--- src/verilog/psd_defines.vh ---
`ifndef PSD_DEFINES_VH
`define PSD_DEFINES_VH

// register offsets on the plain register port
`define PSD_ADDR_RESTART_DB 4'h0
`define PSD_ADDR_STEER 4'h1
`define PSD_ADDR_SHUTDOWN 4'h2
`define PSD_ADDR_IRQ_STATUS 4'h3
`define PSD_ADDR_IRQ_ENABLE 4'h4
`define PSD_ADDR_IRQ_CLEAR 4'h5

// restart_and_deadband_control fields
`define PSD_RESTART_BIT 7
`define PSD_DB_MSB 6
`define PSD_DB_LSB 0
`define PSD_RESTART_DB_RESET 8'h00

// pulse_steering_control fields
`define PSD_CMPL_MSB 7
`define PSD_CMPL_LSB 6
`define PSD_STEER_UNUSED_BIT 5
`define PSD_SYNC_BIT 4
`define PSD_STEER_MSB 3
`define PSD_STEER_LSB 0
`define PSD_STEER_RESET 8'h01
`define PSD_STEER_WMASK 8'hdf

// shutdown register: event status in bit 7
`define PSD_SHUTDOWN_BIT 7

// interrupt status layout
`define PSD_IRQ_SHUTDOWN 0
`define PSD_IRQ_RESTART 1
`define PSD_IRQ_OSC_FAIL 2
`define PSD_IRQ_WIDTH 3

// mode decode
`define PSD_MODE_PWM 2'h3
`define PSD_CFG_SINGLE 2'h0
`define PSD_CMPL_STEER 2'h0
`define PSD_CMPL_AB 2'h1
`define PSD_CMPL_AC 2'h2
`define PSD_CMPL_AD 2'h3

// shutdown pin state codes
`define PSD_SD_LOW 2'h0
`define PSD_SD_HIGH 2'h1

// one instruction cycle is four oscillator periods
`define PSD_CLK_PER_TCY 4

`endif

--- src/verilog/psd_steer.v ---
`timescale 1ns/1ps
`default_nettype none
`include "psd_defines.vh"

// Summary of operation
// auto restart: hardware clears shutdown status when condition goes, PWM resumes
// without auto restart, software clears shutdown status before outputs resume
// inactive-to-active edge delayed by dead-band count instruction cycles
// steering works only with mode upper bits 11 and single output config 00
// each steer enable drives its pin with polarised PWM, else pin is port
// pair select: 00 steer bits, 01 A/B, 10 A/C, 11 A/D
// sync clear: new steering applies right after the register write
// sync set: new steering applies at the next period start
// shutdown forces only PWM-carrying pins, port pins untouched
// pin driven only when its direction bit is zero (output)
// software must enable at least one steer bit to see the waveform
// unimplemented steering bit 5 always reads zero
// during sleep all state freezes and pins hold their levels; read data still updates on a read strobe here
// primary idle: module keeps running unchanged
// on clock failure keep running and raise oscillator fail flag
// reset restores register defaults and releases all pins to input
// after shutdown clears, waveform restarts only at next period start
// dead band only on inactive-to-active, never on active-to-inactive
// dead-band count zero inserts no delay
module psd_steer #(
    parameter DB_WIDTH = 7,
    parameter CLK_PER_TCY = `PSD_CLK_PER_TCY
) (
    // clock and reset
    input wire clock,
    input wire resetn,
    // register port
    input wire [3:0] reg_addr,
    input wire [7:0] reg_wdata,
    input wire reg_write,
    input wire reg_read,
    output reg [7:0] reg_rdata,
    // waveform source, same clock domain
    input wire pwm_raw,
    input wire period_start,
    // configuration from the capture/compare control
    input wire [3:0] capture_compare_mode_field,
    input wire [1:0] output_config_field,
    input wire [1:0] shutdown_state_ac,
    input wire [1:0] shutdown_state_bd,
    input wire [3:0] pin_direction_bit,
    // asynchronous shutdown condition level
    input wire shutdown_condition,
    // power management, same clock domain
    input wire sleep_mode,
    input wire clock_fail_detect,
    // pins a..d: output, output enable
    output reg pwm_out_a,
    output reg pwm_out_b,
    output reg pwm_out_c,
    output reg pwm_out_d,
    output reg pwm_oe_a,
    output reg pwm_oe_b,
    output reg pwm_oe_c,
    output reg pwm_oe_d,
    // status and interrupt
    output reg osc_fail_flag,
    output wire irq
);

    reg auto_restart_enable;
    reg [DB_WIDTH-1:0] dead_band_count;
    reg [1:0] complementary_pair_select;
    reg steer_update_sync;
    reg [3:0] steer_enable;
    reg [1:0] pair_eff;
    reg [3:0] steer_eff;
    reg pending;
    reg shutdown_event_status;
    reg shutdown_hold;
    reg [`PSD_IRQ_WIDTH-1:0] irq_status;
    reg [`PSD_IRQ_WIDTH-1:0] irq_enable;
    reg sd_meta;
    reg sd_sync;
    reg raw_q;
    reg prim_on;
    reg comp_on;
    reg [DB_WIDTH+2:0] prim_cnt;
    reg [DB_WIDTH+2:0] comp_cnt;
    wire run;
    wire wr_steer;
    wire wr_sd;
    wire mode_ok;
    wire [DB_WIDTH+2:0] db_cycles;
    wire [7:0] steer_word;
    reg [3:0] carry;
    reg [3:0] use_comp;
    reg [3:0] next_out;
    reg [3:0] next_oe;
    reg [1:0] sd_code;
    reg level;
    reg [`PSD_IRQ_WIDTH-1:0] next_irq;
    reg next_sd;
    integer i;

    // freeze all but read data while asleep; idle keeps running
    assign run = ~sleep_mode;
    assign wr_steer = reg_write && reg_addr == `PSD_ADDR_STEER;
    assign wr_sd = reg_write && reg_addr == `PSD_ADDR_SHUTDOWN;
    // steering only in pwm mode with single output config
    assign mode_ok = capture_compare_mode_field[3:2] == `PSD_MODE_PWM &&
        output_config_field == `PSD_CFG_SINGLE;
    // dead band in clocks: count times four
    assign db_cycles = {3'h0, dead_band_count} *
        CLK_PER_TCY[DB_WIDTH+2:0];
    assign steer_word = {complementary_pair_select, 1'b0,
        steer_update_sync, steer_enable};
    assign irq = |(irq_status & irq_enable);

    // shutdown level passes two flip-flops before use
    always @(posedge clock or negedge resetn) begin
        if (!resetn) begin
            sd_meta <= 1'b0;
            sd_sync <= 1'b0;
        end else if (run) begin
            sd_meta <= shutdown_condition;
            sd_sync <= sd_meta;
        end
    end

    // software registers
    always @(posedge clock or negedge resetn) begin
        if (!resetn) begin
            auto_restart_enable <= 1'b0;
            dead_band_count <= {DB_WIDTH{1'b0}};
            complementary_pair_select <= 2'h0;
            steer_update_sync <= 1'b0;
            steer_enable <= 4'h1;
            irq_enable <= {`PSD_IRQ_WIDTH{1'b0}};
        end else if (run && reg_write) begin
            case (reg_addr)
                `PSD_ADDR_RESTART_DB: begin
                    auto_restart_enable <= reg_wdata[`PSD_RESTART_BIT];
                    dead_band_count <= reg_wdata[DB_WIDTH-1:0];
                end
                `PSD_ADDR_STEER: begin
                    complementary_pair_select <=
                        reg_wdata[`PSD_CMPL_MSB:`PSD_CMPL_LSB];
                    steer_update_sync <= reg_wdata[`PSD_SYNC_BIT];
                    steer_enable <=
                        reg_wdata[`PSD_STEER_MSB:`PSD_STEER_LSB];
                end
                `PSD_ADDR_IRQ_ENABLE: begin
                    irq_enable <= reg_wdata[`PSD_IRQ_WIDTH-1:0];
                end
                default: begin
                end
            endcase
        end
    end

    // effective steering: immediate or at next period start
    always @(posedge clock or negedge resetn) begin
        if (!resetn) begin
            steer_eff <= 4'h1;
            pair_eff <= 2'h0;
            pending <= 1'b0;
        end else if (run) begin
            if (wr_steer && !reg_wdata[`PSD_SYNC_BIT]) begin
                steer_eff <= reg_wdata[`PSD_STEER_MSB:`PSD_STEER_LSB];
                pair_eff <= reg_wdata[`PSD_CMPL_MSB:`PSD_CMPL_LSB];
                pending <= 1'b0;
            end else if (wr_steer) begin
                pending <= 1'b1;
            end else if (pending && period_start) begin
                steer_eff <= steer_enable;
                pair_eff <= complementary_pair_select;
                pending <= 1'b0;
            end
        end
    end

    // shutdown status: condition sets, restart or software clears
    always @* begin
        next_sd = shutdown_event_status;
        if (wr_sd && !sd_sync) begin
            next_sd = reg_wdata[`PSD_SHUTDOWN_BIT];
        end
        if (auto_restart_enable && !sd_sync) begin
            next_sd = 1'b0;
        end
        if (sd_sync) begin
            next_sd = 1'b1; // set wins over any clear
        end
    end

    // outputs stay shut until a period start after status clears
    always @(posedge clock or negedge resetn) begin
        if (!resetn) begin
            shutdown_event_status <= 1'b0;
            shutdown_hold <= 1'b0;
        end else if (run) begin
            shutdown_event_status <= next_sd;
            if (next_sd) begin
                shutdown_hold <= 1'b1;
            end else if (period_start) begin
                shutdown_hold <= 1'b0;
            end
        end
    end

    // interrupt events; set wins over a clear in the same cycle
    always @* begin
        next_irq = irq_status;
        if (reg_write && reg_addr == `PSD_ADDR_IRQ_CLEAR) begin
            next_irq = irq_status & ~reg_wdata[`PSD_IRQ_WIDTH-1:0];
        end
        if (next_sd && !shutdown_event_status) begin
            next_irq[`PSD_IRQ_SHUTDOWN] = 1'b1;
        end
        if (shutdown_hold && !next_sd && period_start) begin
            next_irq[`PSD_IRQ_RESTART] = 1'b1;
        end
        if (clock_fail_detect) begin
            next_irq[`PSD_IRQ_OSC_FAIL] = 1'b1;
        end
    end

    // clock failure raises the flag; logic keeps running
    always @(posedge clock or negedge resetn) begin
        if (!resetn) begin
            irq_status <= {`PSD_IRQ_WIDTH{1'b0}};
            osc_fail_flag <= 1'b0;
        end else if (run) begin
            irq_status <= next_irq;
            if (clock_fail_detect) begin
                osc_fail_flag <= 1'b1;
            end
        end
    end

    // dead band on rising edges of the waveform and its complement
    always @(posedge clock or negedge resetn) begin
        if (!resetn) begin
            raw_q <= 1'b0;
            prim_on <= 1'b0;
            comp_on <= 1'b0;
            prim_cnt <= {(DB_WIDTH+3){1'b0}};
            comp_cnt <= {(DB_WIDTH+3){1'b0}};
        end else if (run) begin
            raw_q <= pwm_raw;
            if (!pwm_raw) begin
                prim_on <= 1'b0; // falling edge passes undelayed
            end else if (!raw_q) begin
                prim_cnt <= db_cycles;
                prim_on <= db_cycles == {(DB_WIDTH+3){1'b0}};
            end else if (prim_cnt > {(DB_WIDTH+3){1'b0}}) begin
                prim_cnt <= prim_cnt - 1'b1;
                prim_on <= prim_cnt == {{(DB_WIDTH+2){1'b0}}, 1'b1};
            end
            // the complement starts its dead band whenever it is idle
            // and raw is low, not on a raw fall: after reset raw sits
            // low and an edge detector would never see it turn on
            if (pwm_raw) begin
                comp_on <= 1'b0;
                comp_cnt <= {(DB_WIDTH+3){1'b0}};
            end else if (!comp_on && comp_cnt == {(DB_WIDTH+3){1'b0}}) begin
                comp_cnt <= db_cycles;
                comp_on <= db_cycles == {(DB_WIDTH+3){1'b0}};
            end else if (comp_cnt > {(DB_WIDTH+3){1'b0}}) begin
                comp_cnt <= comp_cnt - 1'b1;
                comp_on <= comp_cnt == {{(DB_WIDTH+2){1'b0}}, 1'b1};
            end
        end
    end

    // pins carrying the waveform from pair select or steer bits
    always @* begin
        carry = 4'h0;
        use_comp = 4'h0;
        case (pair_eff)
            `PSD_CMPL_STEER: begin
                carry = steer_eff;
            end
            `PSD_CMPL_AB: begin
                carry = 4'h3;
                use_comp = 4'h2;
            end
            `PSD_CMPL_AC: begin
                carry = 4'h5;
                use_comp = 4'h4;
            end
            `PSD_CMPL_AD: begin
                carry = 4'h9;
                use_comp = 4'h8;
            end
            default: begin
                carry = 4'h0;
            end
        endcase
        if (!mode_ok) begin
            carry = 4'h0;
        end
    end

    // per-pin drive with polarity, shutdown state and direction bit
    always @* begin
        next_out = 4'h0;
        next_oe = 4'h0;
        sd_code = `PSD_SD_LOW;
        level = 1'b0;
        for (i = 0; i < 4; i = i + 1) begin
            sd_code = (i == 0 || i == 2) ? shutdown_state_ac :
                shutdown_state_bd;
            level = use_comp[i] ? comp_on : prim_on;
            // a/c polarity from mode bit 1, b/d from bit 0
            if (i == 0 || i == 2) begin
                level = level ^ capture_compare_mode_field[1];
            end else begin
                level = level ^ capture_compare_mode_field[0];
            end
            if (carry[i] && !pin_direction_bit[i]) begin
                if (shutdown_hold) begin
                    // only carrying pins take shutdown state
                    next_oe[i] = sd_code == `PSD_SD_LOW ||
                        sd_code == `PSD_SD_HIGH;
                    next_out[i] = sd_code == `PSD_SD_HIGH;
                end else begin
                    next_oe[i] = 1'b1;
                    next_out[i] = level;
                end
            end
        end
    end

    // registered pins, released to input on reset
    always @(posedge clock or negedge resetn) begin
        if (!resetn) begin
            {pwm_out_d, pwm_out_c, pwm_out_b, pwm_out_a} <= 4'h0;
            {pwm_oe_d, pwm_oe_c, pwm_oe_b, pwm_oe_a} <= 4'h0;
        end else if (run) begin
            {pwm_out_d, pwm_out_c, pwm_out_b, pwm_out_a} <= next_out;
            {pwm_oe_d, pwm_oe_c, pwm_oe_b, pwm_oe_a} <= next_oe;
        end
    end

    // read data one cycle after the read strobe
    always @(posedge clock or negedge resetn) begin
        if (!resetn) begin
            reg_rdata <= 8'h00;
        end else if (reg_read) begin
            case (reg_addr)
                `PSD_ADDR_RESTART_DB: begin
                    reg_rdata <= {auto_restart_enable, dead_band_count};
                end
                `PSD_ADDR_STEER: begin
                    reg_rdata <= steer_word & `PSD_STEER_WMASK;
                end
                `PSD_ADDR_SHUTDOWN: begin
                    reg_rdata <= {shutdown_event_status, 7'h00};
                end
                `PSD_ADDR_IRQ_STATUS: begin
                    reg_rdata <= {5'h00, irq_status};
                end
                `PSD_ADDR_IRQ_ENABLE: begin
                    reg_rdata <= {5'h00, irq_enable};
                end
                default: begin
                    reg_rdata <= 8'h00;
                end
            endcase
        end else begin
            reg_rdata <= 8'h00;
        end
    end

endmodule // psd_steer

`default_nettype wire

--- config.mk ---
export PLATFORM = sky130hd
export DESIGN_NAME = psd_steer
export DESIGN_NICKNAME = d
export VERILOG_FILES = /design/src/verilog/psd_steer.v
export VERILOG_INCLUDE_DIRS = /design/src /design/src/verilog
export SDC_FILE = /design/constraint.sdc
export NUM_CORES = 1
export LEC_CHECK = 0
export ABC_AREA = 1
export BUFFER_PORTS_ARGS = -buffer_cell sky130_fd_sc_hd__buf_2
export CAP_MARGIN = 15
export CORE_MARGIN = 10
export CORE_UTILIZATION = 26
export CTS_BUF_LIST = sky130_fd_sc_hd__clkbuf_8
export CTS_CLUSTER_SIZE = 16
export DETAILED_ROUTE_END_ITERATION = 10
export MAX_ROUTING_LAYER = met4
export PLACE_DENSITY_LB_ADDON = 0.1
export SLEW_MARGIN = 10
export SYNTH_ARGS = -nofsm -noshare
export SYNTH_HDL_FRONTEND = slang
export SYNTH_SLANG_ARGS = --single-unit
--- constraint.sdc ---
create_clock -name clock -period 1.7 [get_ports clock]
set_input_delay 0.255 -clock clock [delete_from_list [all_inputs] [get_ports clock]]
set_output_delay 0.255 -clock clock [all_outputs]
set_load 0.02 [all_outputs]
==> results of run 1 <==
## cell usage in the layout, fill, tap and decap left out, drive strengths merged
master / n
nand2: 193
xor2: 3
nor3: 4
inv: 56
nand3: 39
dfstp: 2
clkinv: 3
ha: 6
nor4: 1
o21ai: 62
clkinvlp: 1
nand4: 10
bufinv: 1
buf: 78
nand3b: 2
a211oi: 1
nor2: 56
o22ai: 1
o211ai: 3
or2: 2
a21oi: 14
clkbuf: 10
o21bai: 1
xnor2: 2
dlygate4sd3: 1
a21o: 1
dfrtp: 70
## worst min-delay path, cell delays in order
cell and delay, ps:
buf_2 70, nand2_1 40, o21ai_0 50
## per-stage QoR
step / total power [mW] / hold slack [ps] / setup WS [ps] / utilization
global route: 6.69 / 93.9 / -16.8 / 0.322
floorplan: 3.90 / -40.6 / 226 / -
global placement: 4.69 / 275 / -137 / 0.306
detailed placement: 4.69 / 272 / -184 / 0.306
CTS: 6.16 / 73.1 / 42.0 / 0.319
finish: 6.14 / 84.3 / 130 / 0.322
## kinds of logic after synthesis
kind of cell	synth area share
buf+inv	0.0687
xor+xnor	0.0110
simple gates	0.332
flops	0.455
compound gates	0.114
fa+ha+maj	0.0189
## registers in the layout (all words and copies together), names as in the netlist, 2 cells and up
signal and cells:
dead_band_count 7, steer_eff 4, complementary_pair_select 2, irq_enable 3
reg_rdata 8, prim_cnt 10, pair_eff 2, steer_enable 4
irq_status 3, comp_cnt 10
## how the worst min path moves through the flow
stage / to / slack [ps] / startpoint
after global routing: reg_rdata[7] / 90 / reg_read
final: sd_meta / 80 / shutdown_condition
after CTS: sd_meta / 70 / shutdown_condition
after detailed placement: prim_cnt[9] / 270 / resetn
after global placement: prim_cnt[9] / 270 / resetn
after floorplan: auto_restart_enable / -40 / resetn
## power by group through the flow
stage / Sequential [mW] / Clock, mW / Combinational, mW
6_report: 2.38 / 1.42 / 2.34
5_1_grt: 2.44 / 1.55 / 2.71
4_1_cts: 2.38 / 1.48 / 2.30
3_5_place_dp: 2.41 / 0 / 2.29
3_3_place_gp: 2.40 / 0 / 2.29
2_1_floorplan: 2.34 / 0 / 1.55
## layout make-up
type | instances | area, um2 | share of cell area
multi-input combinational | 401 | 1930 | 0.397
tap | 188 | 235 | 0.0484
clock inverter | 6 | 60.1 | 0.0124
timing repair buffer | 79 | 480 | 0.0989
clock buffer | 10 | 138 | 0.0283
inverter | 55 | 210 | 0.0433
sequential | 72 | 1800 | 0.372
## routing by layer
metal	track usage	routed length, um	vias to the layer above
li1	-	-	1890
met1	0.164	5860	1700
met2	0.195	5620	48
met3	0.0215	269	11
met4	0.0467	167	0
met5	-	0	-
## timing repair
action	4_1_cts	5_1_grt
gates resized for setup	1	10
setup buffers	0	0
endpoints found under the hold margin	34	0
setup endpoints to repair	11	19
cloned	0	0
hold buffers	1	0
==> flow_metrics.tcl, run 1 <==
set metrics [dict create \
    ios 53 \
    fin_crit_ps 1570 \
    ir_drop_v 0.000414 \
    nFillCells 1668 \
    port_buffers 52 \
    critPathMaxFanout 8 \
    vias_per_cell 4.50 \
    setup.worst_path.end "comp_cnt[9]" \
    worstReg2RegStart "comp_cnt[2]" \
    n_antenna_cell 0 \
    cap_violations 0 \
    fin_area_um2 4860 \
    slew_headroom 0.659 \
    crit_path_end_kind "register" \
    clockPowerShare 0.232 \
    die_x_um 144 \
    critPathRequiredTime_ps 1960 \
    p_switching_mw 2.45 \
    drtIter0Drc 232 \
    finalNonFillerCells 811 \
    netlist.area_leader.share 0.442 \
    tns_ps 0 \
    switching_share 0.399 \
    cts.path.max_buffers 2 \
    worstSkewPairLatency_ps 360 \
    worstPathArrival_ps 1830 \
    crit_path_start "comp_cnt[2]" \
    hp-class "input port to register" \
    cellPowerDensity_nw_per_um2 1270 \
    p_leak_nw 2.53 \
    grt_pass1_wl_mm 20.0 \
    overflow 0 \
    grt_setup_unrepaired "true" \
    r2r_cells 8 \
    ff2ff_setup_slack_ps 130 \
    synth-edff-count 0 \
    hold_violations 0 \
    routed-via-count 3649 \
    drv_slew 0 \
    syn-instance-count 538 \
    grt_pass1_vias 3770 \
    numPlacedInstances 794 \
    core_area_um2 15100 \
    cts_tree "yes" \
    internal_power_mw 3.69 \
    pwr-share-seq 0.388 \
    startpoint_type "register" \
    synth_top_area_cell "dfrtp_1" \
    synth_area_leaders "dfrtp_1 44%, nand2_1 18%, o21ai_0 6.1%" \
    fin_crit_sh 0.924 \
    r2r-end "comp_cnt[9]" \
    dieArea_um2 20600 \
    synth_cell_types 37 \
    slowest_stage "dfrtp_1" \
    cp_top_family "simple AND/OR/NAND/NOR gates" \
    grt_max_degree 38 \
    status "finished, final reports clean" \
    place_area_um2 4610 \
    antenna_found_initial 0 \
    synth_most_common_cell "nand2_1" \
    num_rows 45 \
    cts.clk_slew.worst_paths_ps 90 \
    start_util 0.263 \
    finClkSkew_ps 7.39 \
    final_layout_size_suffix_gt1_frac 0.202 \
    cts.sink_count 72 \
    slowest_delay_ps 450 \
    area_delta_synth_final_pct 22.4 \
    max_freq_mhz 637 \
    hpwl_mm 9.18 \
    grt_use_total 0.127 \
    path_class "register to register" \
    synth_ff_type "dfrtp_1" \
    syn_area_um2 3970 \
    yosysSeqAreaShare 0.455 \
    crit_buf_inv 0 \
    die_y_um 144 \
    yosysWarnings 0 \
    hold-path-cell-count 3 \
    cts_made_buffers 9 \
    avgSynthCellArea_um2 7.37 \
    async_flop_share 1.00 \
    wl_per_cell_um 14.7 \
    globalplace.congestion 0.874 \
    synth_common_cells "188 x nand2_1, 70 x dfrtp_1, 52 x inv_1, 50 x nor2_1, 48 x o21ai_0" \
    setup_viol 0 \
    antenna_left 0 \
    clockRootBuffer "clkbuf_8" \
    layout.nets 659 \
    critical_path_depth 8 \
    drt_wl_total_mm 11.9 \
    crit_chain "nor2_4, nand2_1, nor2_2, nand3_4, nand2_1, nand2_1, nand2_1, nor2_1" \
    path_common_cell "nand2_1" \
    p_comb_frac 0.381 \
    drc 0 \
    synth_nets 579 \
    htree_levels 3 \
    tightest_slew_ps 511 \
    drt-pass1-iter-count 4 \
    ys_ff_latch 72 \
]
Note: power is estimated with default switching activity, not from simulation.
==> run 2, diff against run 1 <==
--- a/config.mk
+++ b/config.mk
@@ -9,6 +9,7 @@
 export ABC_AREA = 1
 export BUFFER_PORTS_ARGS = -buffer_cell sky130_fd_sc_hd__buf_2
 export CAP_MARGIN = 15
+export CORE_ASPECT_RATIO = 1.1
 export CORE_MARGIN = 10
 export CORE_UTILIZATION = 26
 export CTS_BUF_LIST = sky130_fd_sc_hd__clkbuf_8
==> run 2 against run 1 <==
Register-to-register slack got worse by 40 ps. Power grew 2.4%. Critical path type unchanged. Global-route usage increased by 0.28 points. Die area about the same. Core utilization rose by 0.70 points.
==> flow_metrics.tcl, run 2 (synthesis gave the netlist of run 1 again) <==
set metrics [dict create \
    die_y_um 150 \
    hpwl_mm 9.40 \
    switching_share 0.400 \
    ff2ff_setup_slack_ps 90 \
    drc 0 \
    num_rows 47 \
    n_antenna_cell 0 \
    clockPowerShare 0.226 \
    hp-class "input port to register" \
    pwr-share-seq 0.377 \
    mostFrequentLayoutCells "188 x nand2_1, 69 x dfrtp_1, 51 x buf_2, 49 x inv_1" \
    p_comb_frac 0.396 \
    fin_area_um2 4930 \
    critPathMaxFanout 6 \
    regArea_um2 1810 \
    worstSkewPairLatency_ps 360 \
    setup_viol 0 \
    overflow 0 \
    max_freq_mhz 622 \
    startpoint_type "register" \
    slowest_delay_ps 410 \
    fin_crit_ps 1610 \
    drt-pass1-iter-count 4 \
    grt_max_degree 33 \
    wl_per_cell_um 15.0 \
    finalNonFillerCells 827 \
    die_x_um 138 \
    crit_path_end_kind "register" \
    tns_ps 0 \
    slowest_stage "dfrtp_1" \
    top_regs "comp_cnt x10, prim_cnt x10, reg_rdata x8" \
    numPlacedInstances 802 \
    grt_pass1_vias 3771 \
    drtIter0Drc 262 \
    place_area_um2 4620 \
    r2r-end "comp_on" \
    final_layout_size_suffix_gt1_frac 0.219 \
    cts.clk_slew.worst_paths_ps 90 \
    routed-via-count 3729 \
    hold-path-cell-count 3 \
    internal_power_mw 3.78 \
    cts_made_buffers 9 \
    globalplace.congestion 0.835 \
    final_common_cell "nand2_1" \
    worstPathArrival_ps 1870 \
    vias_per_cell 4.51 \
    path_class "register to register" \
    grt_setup_unrepaired "true" \
    cts.path.max_buffers 2 \
    cap_violations 0 \
    r2r_cells 9 \
    cts.sink_count 72 \
    status "finished, final reports clean" \
    crit_chain "inv_2, ha_4, nand3_1, nor2_4, nand3_1, nand2_2, clkinvlp_4, nand3_1, nand2_1" \
    grt_pass1_wl_mm 20.2 \
    cts_tree "yes" \
    drt_wl_total_mm 12.4 \
    utilization 0.329 \
    nFillCells 1638 \
    ir_drop_v 0.000340 \
    grt_use_total 0.130 \
    area_delta_synth_final_pct 24.3 \
    layout.nets 667 \
    clockRootBuffer "clkbuf_8" \
    cellPowerDensity_nw_per_um2 1280 \
    p_leak_nw 2.55 \
    slew_headroom 0.685 \
    multi_input_area_um2 1930 \
    power_mw 6.29 \
    hold_violations 0 \
    ios 53 \
    worstReg2RegStart "comp_cnt[0]" \
    antenna_found_initial 0 \
    htree_levels 3 \
    port_buffers 52 \
    p_switching_mw 2.51 \
    path_common_cell "nand3_1" \
    core_area_um2 15000 \
    antenna_left 0 \
    start_util 0.265 \
    fin_crit_sh 0.946 \
    dieArea_um2 20600 \
    worstHoldStart "reg_read" \
    hold_end "reg_rdata[7]" \
    tightest_slew_ps 472 \
    critPathRequiredTime_ps 1960 \
    drv_slew 0 \
    finClkSkew_ps 10.4 \
]
-- run 2: worst max path at each step --
stage | startpoint | to | slack [ps] | depth (start not counted)
2_1_floorplan | comp_cnt[0] | comp_cnt[0] | 230 | 8
3_3_place_gp | prim_cnt[0] | prim_cnt[0] | -130 | 7
3_5_place_dp | prim_cnt[0] | prim_cnt[0] | -200 | 7
4_1_cts | comp_cnt[0] | comp_cnt[7] | 50 | 9
5_1_grt | comp_cnt[0] | comp_cnt[7] | -40 | 9
6_report | comp_cnt[0] | comp_on | 90 | 9
-- run 2: per-stage QoR --
step           hold WS [ps]  setup slack [ps]
3_5_place_dp            241              -198
5_1_grt                83.7             -42.5
3_3_place_gp            242              -131
2_1_floorplan         -40.6               226
4_1_cts                74.4              49.5
6_report               95.1              92.1
-- run 2: power groups by stage --
stage          registers [mW]  clock network (mW)  logic [mW]
6_report                 2.37                1.42        2.49
5_1_grt                  2.42                1.55        2.88
4_1_cts                  2.37                1.47        2.31
3_5_place_dp             2.40                   0        2.30
3_3_place_gp             2.40                   0        2.29
2_1_floorplan            2.34                   0        1.55
-- run 2: routing by layer --
| layer | routed length, um | global-route usage | part of all wire |
|---|---|---|---|
| met3 | 293 | 0.0195 | 0.024 |
| met2 | 6070 | 0.206 | 0.49 |
| met1 | 5820 | 0.162 | 0.47 |
| met5 | 0 | - | 0 |
| met4 | 186 | 0.0501 | 0.015 |
-- run 2: layout make-up --
| class | instances | area share |
|---|---|---|
| Clock buffer | 9 | 0.0251 |
| Clock inverter | 7 | 0.0145 |
| Inverter | 55 | 0.0434 |
| Multi-Input combinational cell | 401 | 0.392 |
| Sequential cell | 72 | 0.366 |
| Tap cell | 196 | 0.0497 |
| Timing Repair Buffer | 87 | 0.110 |
-- run 2: worst max-delay path: cells and delay by family, from the launching register on --
kind          cells  cell delay [ps]
flops             1              410
buf+inv           2              270
simple gates      6              650
fa+ha+maj         1              160
-- run 2: timing repair --
action,in CTS,in global routing
setup endpoints to repair,11,14
hold buffers,1,0
endpoints found under the hold margin,28,0
pin swaps,0,2
setup buffers,0,8
gates cloned,0,0
gates resized for setup,1,14
==> run 3, diff against run 2 <==
--- a/config.mk
+++ b/config.mk
@@ -11,7 +11,7 @@
 export CAP_MARGIN = 15
 export CORE_ASPECT_RATIO = 1.1
 export CORE_MARGIN = 10
-export CORE_UTILIZATION = 26
+export CORE_UTILIZATION = 50
 export CTS_BUF_LIST = sky130_fd_sc_hd__clkbuf_8
 export CTS_CLUSTER_SIZE = 16
 export DETAILED_ROUTE_END_ITERATION = 10
==> run 3 against run 2 <==
Clock skew down 1.2 ps. Setup slack got worse by 18 ps. Cell count decreased by 12%. Power shrank 5.6%.
==> flow_metrics.tcl, run 3 (synthesis gave the netlist of run 1 again) <==
set metrics [dict create \
    fin_crit_ps 1630 \
    cts.path.max_buffers 2 \
    setup_viol 0 \
    grt_pass1_wl_mm 17.5 \
    vias_per_cell 5.12 \
    drt_wl_total_mm 10.3 \
    tightest_slew_ps 404 \
    num_rows 34 \
    grt_use_met2 0.298 \
    hpwl_mm 7.78 \
    slowest_stage "dfrtp_1" \
    port_buffers 52 \
    die_y_um 113 \
    antenna_left 0 \
    fin_crit_sh 0.957 \
    htree_levels 3 \
    start_util 0.507 \
    grt_max_degree 44 \
    crit_path_end_kind "register" \
    startpoint_type "register" \
    worstSkewPairLatency_ps 360 \
    cap_violations 0 \
    finClkSkew_ps 9.16 \
    utilization 0.601 \
    area_delta_synth_final_pct 18.5 \
    top_regs "comp_cnt x10, prim_cnt x10, reg_rdata x8" \
    cp_top_family "simple AND/OR/NAND/NOR gates" \
    die_x_um 105 \
    power_mw 5.94 \
    grt_busiest_layer "met2" \
    core_area_um2 7830 \
    globalplace.congestion 0.921 \
    status "finished, final reports clean" \
    wl_per_cell_um 14.3 \
    routed-via-count 3720 \
    hp-class "input port to register" \
    drtIter0Drc 196 \
    antenna_found_initial 0 \
    max_freq_mhz 615 \
    mostFrequentLayoutCells "187 x nand2_1, 70 x dfrtp_1, 52 x buf_2, 50 x inv_1" \
    met3_usage 0.0310 \
    dieArea_um2 11900 \
    slowest_delay_ps 440 \
    crit_chain "nor2_1, nand2_1, nor2_2, nand3_2, buf_4, o21ai_0, nand3_1, nand2_1" \
    slew_headroom 0.731 \
    clockRootBuffer "clkbuf_8" \
    hold_violations 0 \
    path_class "register to register" \
    crit_buf_inv 1 \
    cellPowerDensity_nw_per_um2 1260 \
    p_leak_nw 2.49 \
    gr-usage-met1 0.224 \
    overflow 0 \
    grt_use_total 0.183 \
    n_antenna_cell 0 \
    drt-pass1-iter-count 6 \
    cts_tree "yes" \
    worstPathArrival_ps 1920 \
    final_layout_size_suffix_gt1_frac 0.199 \
    ios 53 \
    grt_pass1_vias 3683 \
    layout.nets 654 \
    cts.clk_slew.worst_paths_ps 80 \
    cts.sink_count 72 \
    critPathRequiredTime_ps 2000 \
    cts_made_buffers 9 \
    drc 0 \
    path_common_cell "nand2_1" \
    critPathMaxFanout 7 \
    ir_drop_v 0.000592 \
    final_common_cell "nand2_1" \
    drv_slew 0 \
]
[run 3: changes by cell type in the layout (fill, tap and decap cells not counted), sizes merged]
cell / change
buf: -13
clkbuf: +2
bufinv: -1
clkinv: +2
clkinvlp: -3
[run 3: cell type report]
cell class                 count  area, um2
multi-input combinational    401       1930
timing repair buffer          74        444
tap                          108        135
sequential                    72       1800
inverter                      55        210
fill                         776       3130
clock buffer                  11        151
clock inverter                 5       31.3
[run 3: path summary, 6_finish.rpt]
kind | startpoint | cells past startpoint | to | slack, ps
min in group asynchronous | resetn | 2 | prim_cnt[2] | 370
max in group asynchronous | resetn | 3 | steer_eff[0] | 710
worst max-delay path | comp_cnt[5] | 8 | comp_cnt[5] | 70
worst min-delay path | reg_read | 3 | reg_rdata[7] | 110
worst max register to register | comp_cnt[5] | 8 | comp_cnt[5] | 70
worst min register to register | osc_fail_flag | 2 | osc_fail_flag | 470
[run 3: repair_timing]
item,in CTS,in global routing
resized for setup,2,10
setup buffers,0,3
hold buffers,1,0
endpoints found under the setup margin,13,15
pin swaps,0,3
endpoints found under the hold margin,14,0
[run 3: metrics by stage]
stage	area [um2]	instances	setup TNS [ps]	hold WS [ps]	setup WS (ps)
2_1_floorplan	3970	538	0	-40.6	226
3_3_place_gp	4450	706	-174	200	-73.1
3_5_place_dp	4450	706	-419	204	-99.4
4_1_cts	4650	723	0	103	10.0
5_1_grt	4700	726	-66.5	121	-34.7
6_report	4700	726	0	106	73.8
[run 3: worst min-delay path, delay by kind of cell]
family / cells / cell delay, ps
and+or+nand+nor: 1 / 50
buffers and inverters: 2 / 130
[run 3: power by group]
part / switching (mW) / internal (mW)
Sequential: 0.322 / 2.07
Clock: 0.668 / 0.604
Combinational: 1.39 / 0.887
Total: 2.38 / 3.56
[run 3: metal layers]
| metal | up-vias | share of wire |
|---|---|---|
| li1 | 1883 | - |
| met1 | 1762 | 0.46 |
| met2 | 57 | 0.49 |
| met3 | 18 | 0.023 |
| met4 | 0 | 0.019 |
| met5 | - | 0 |
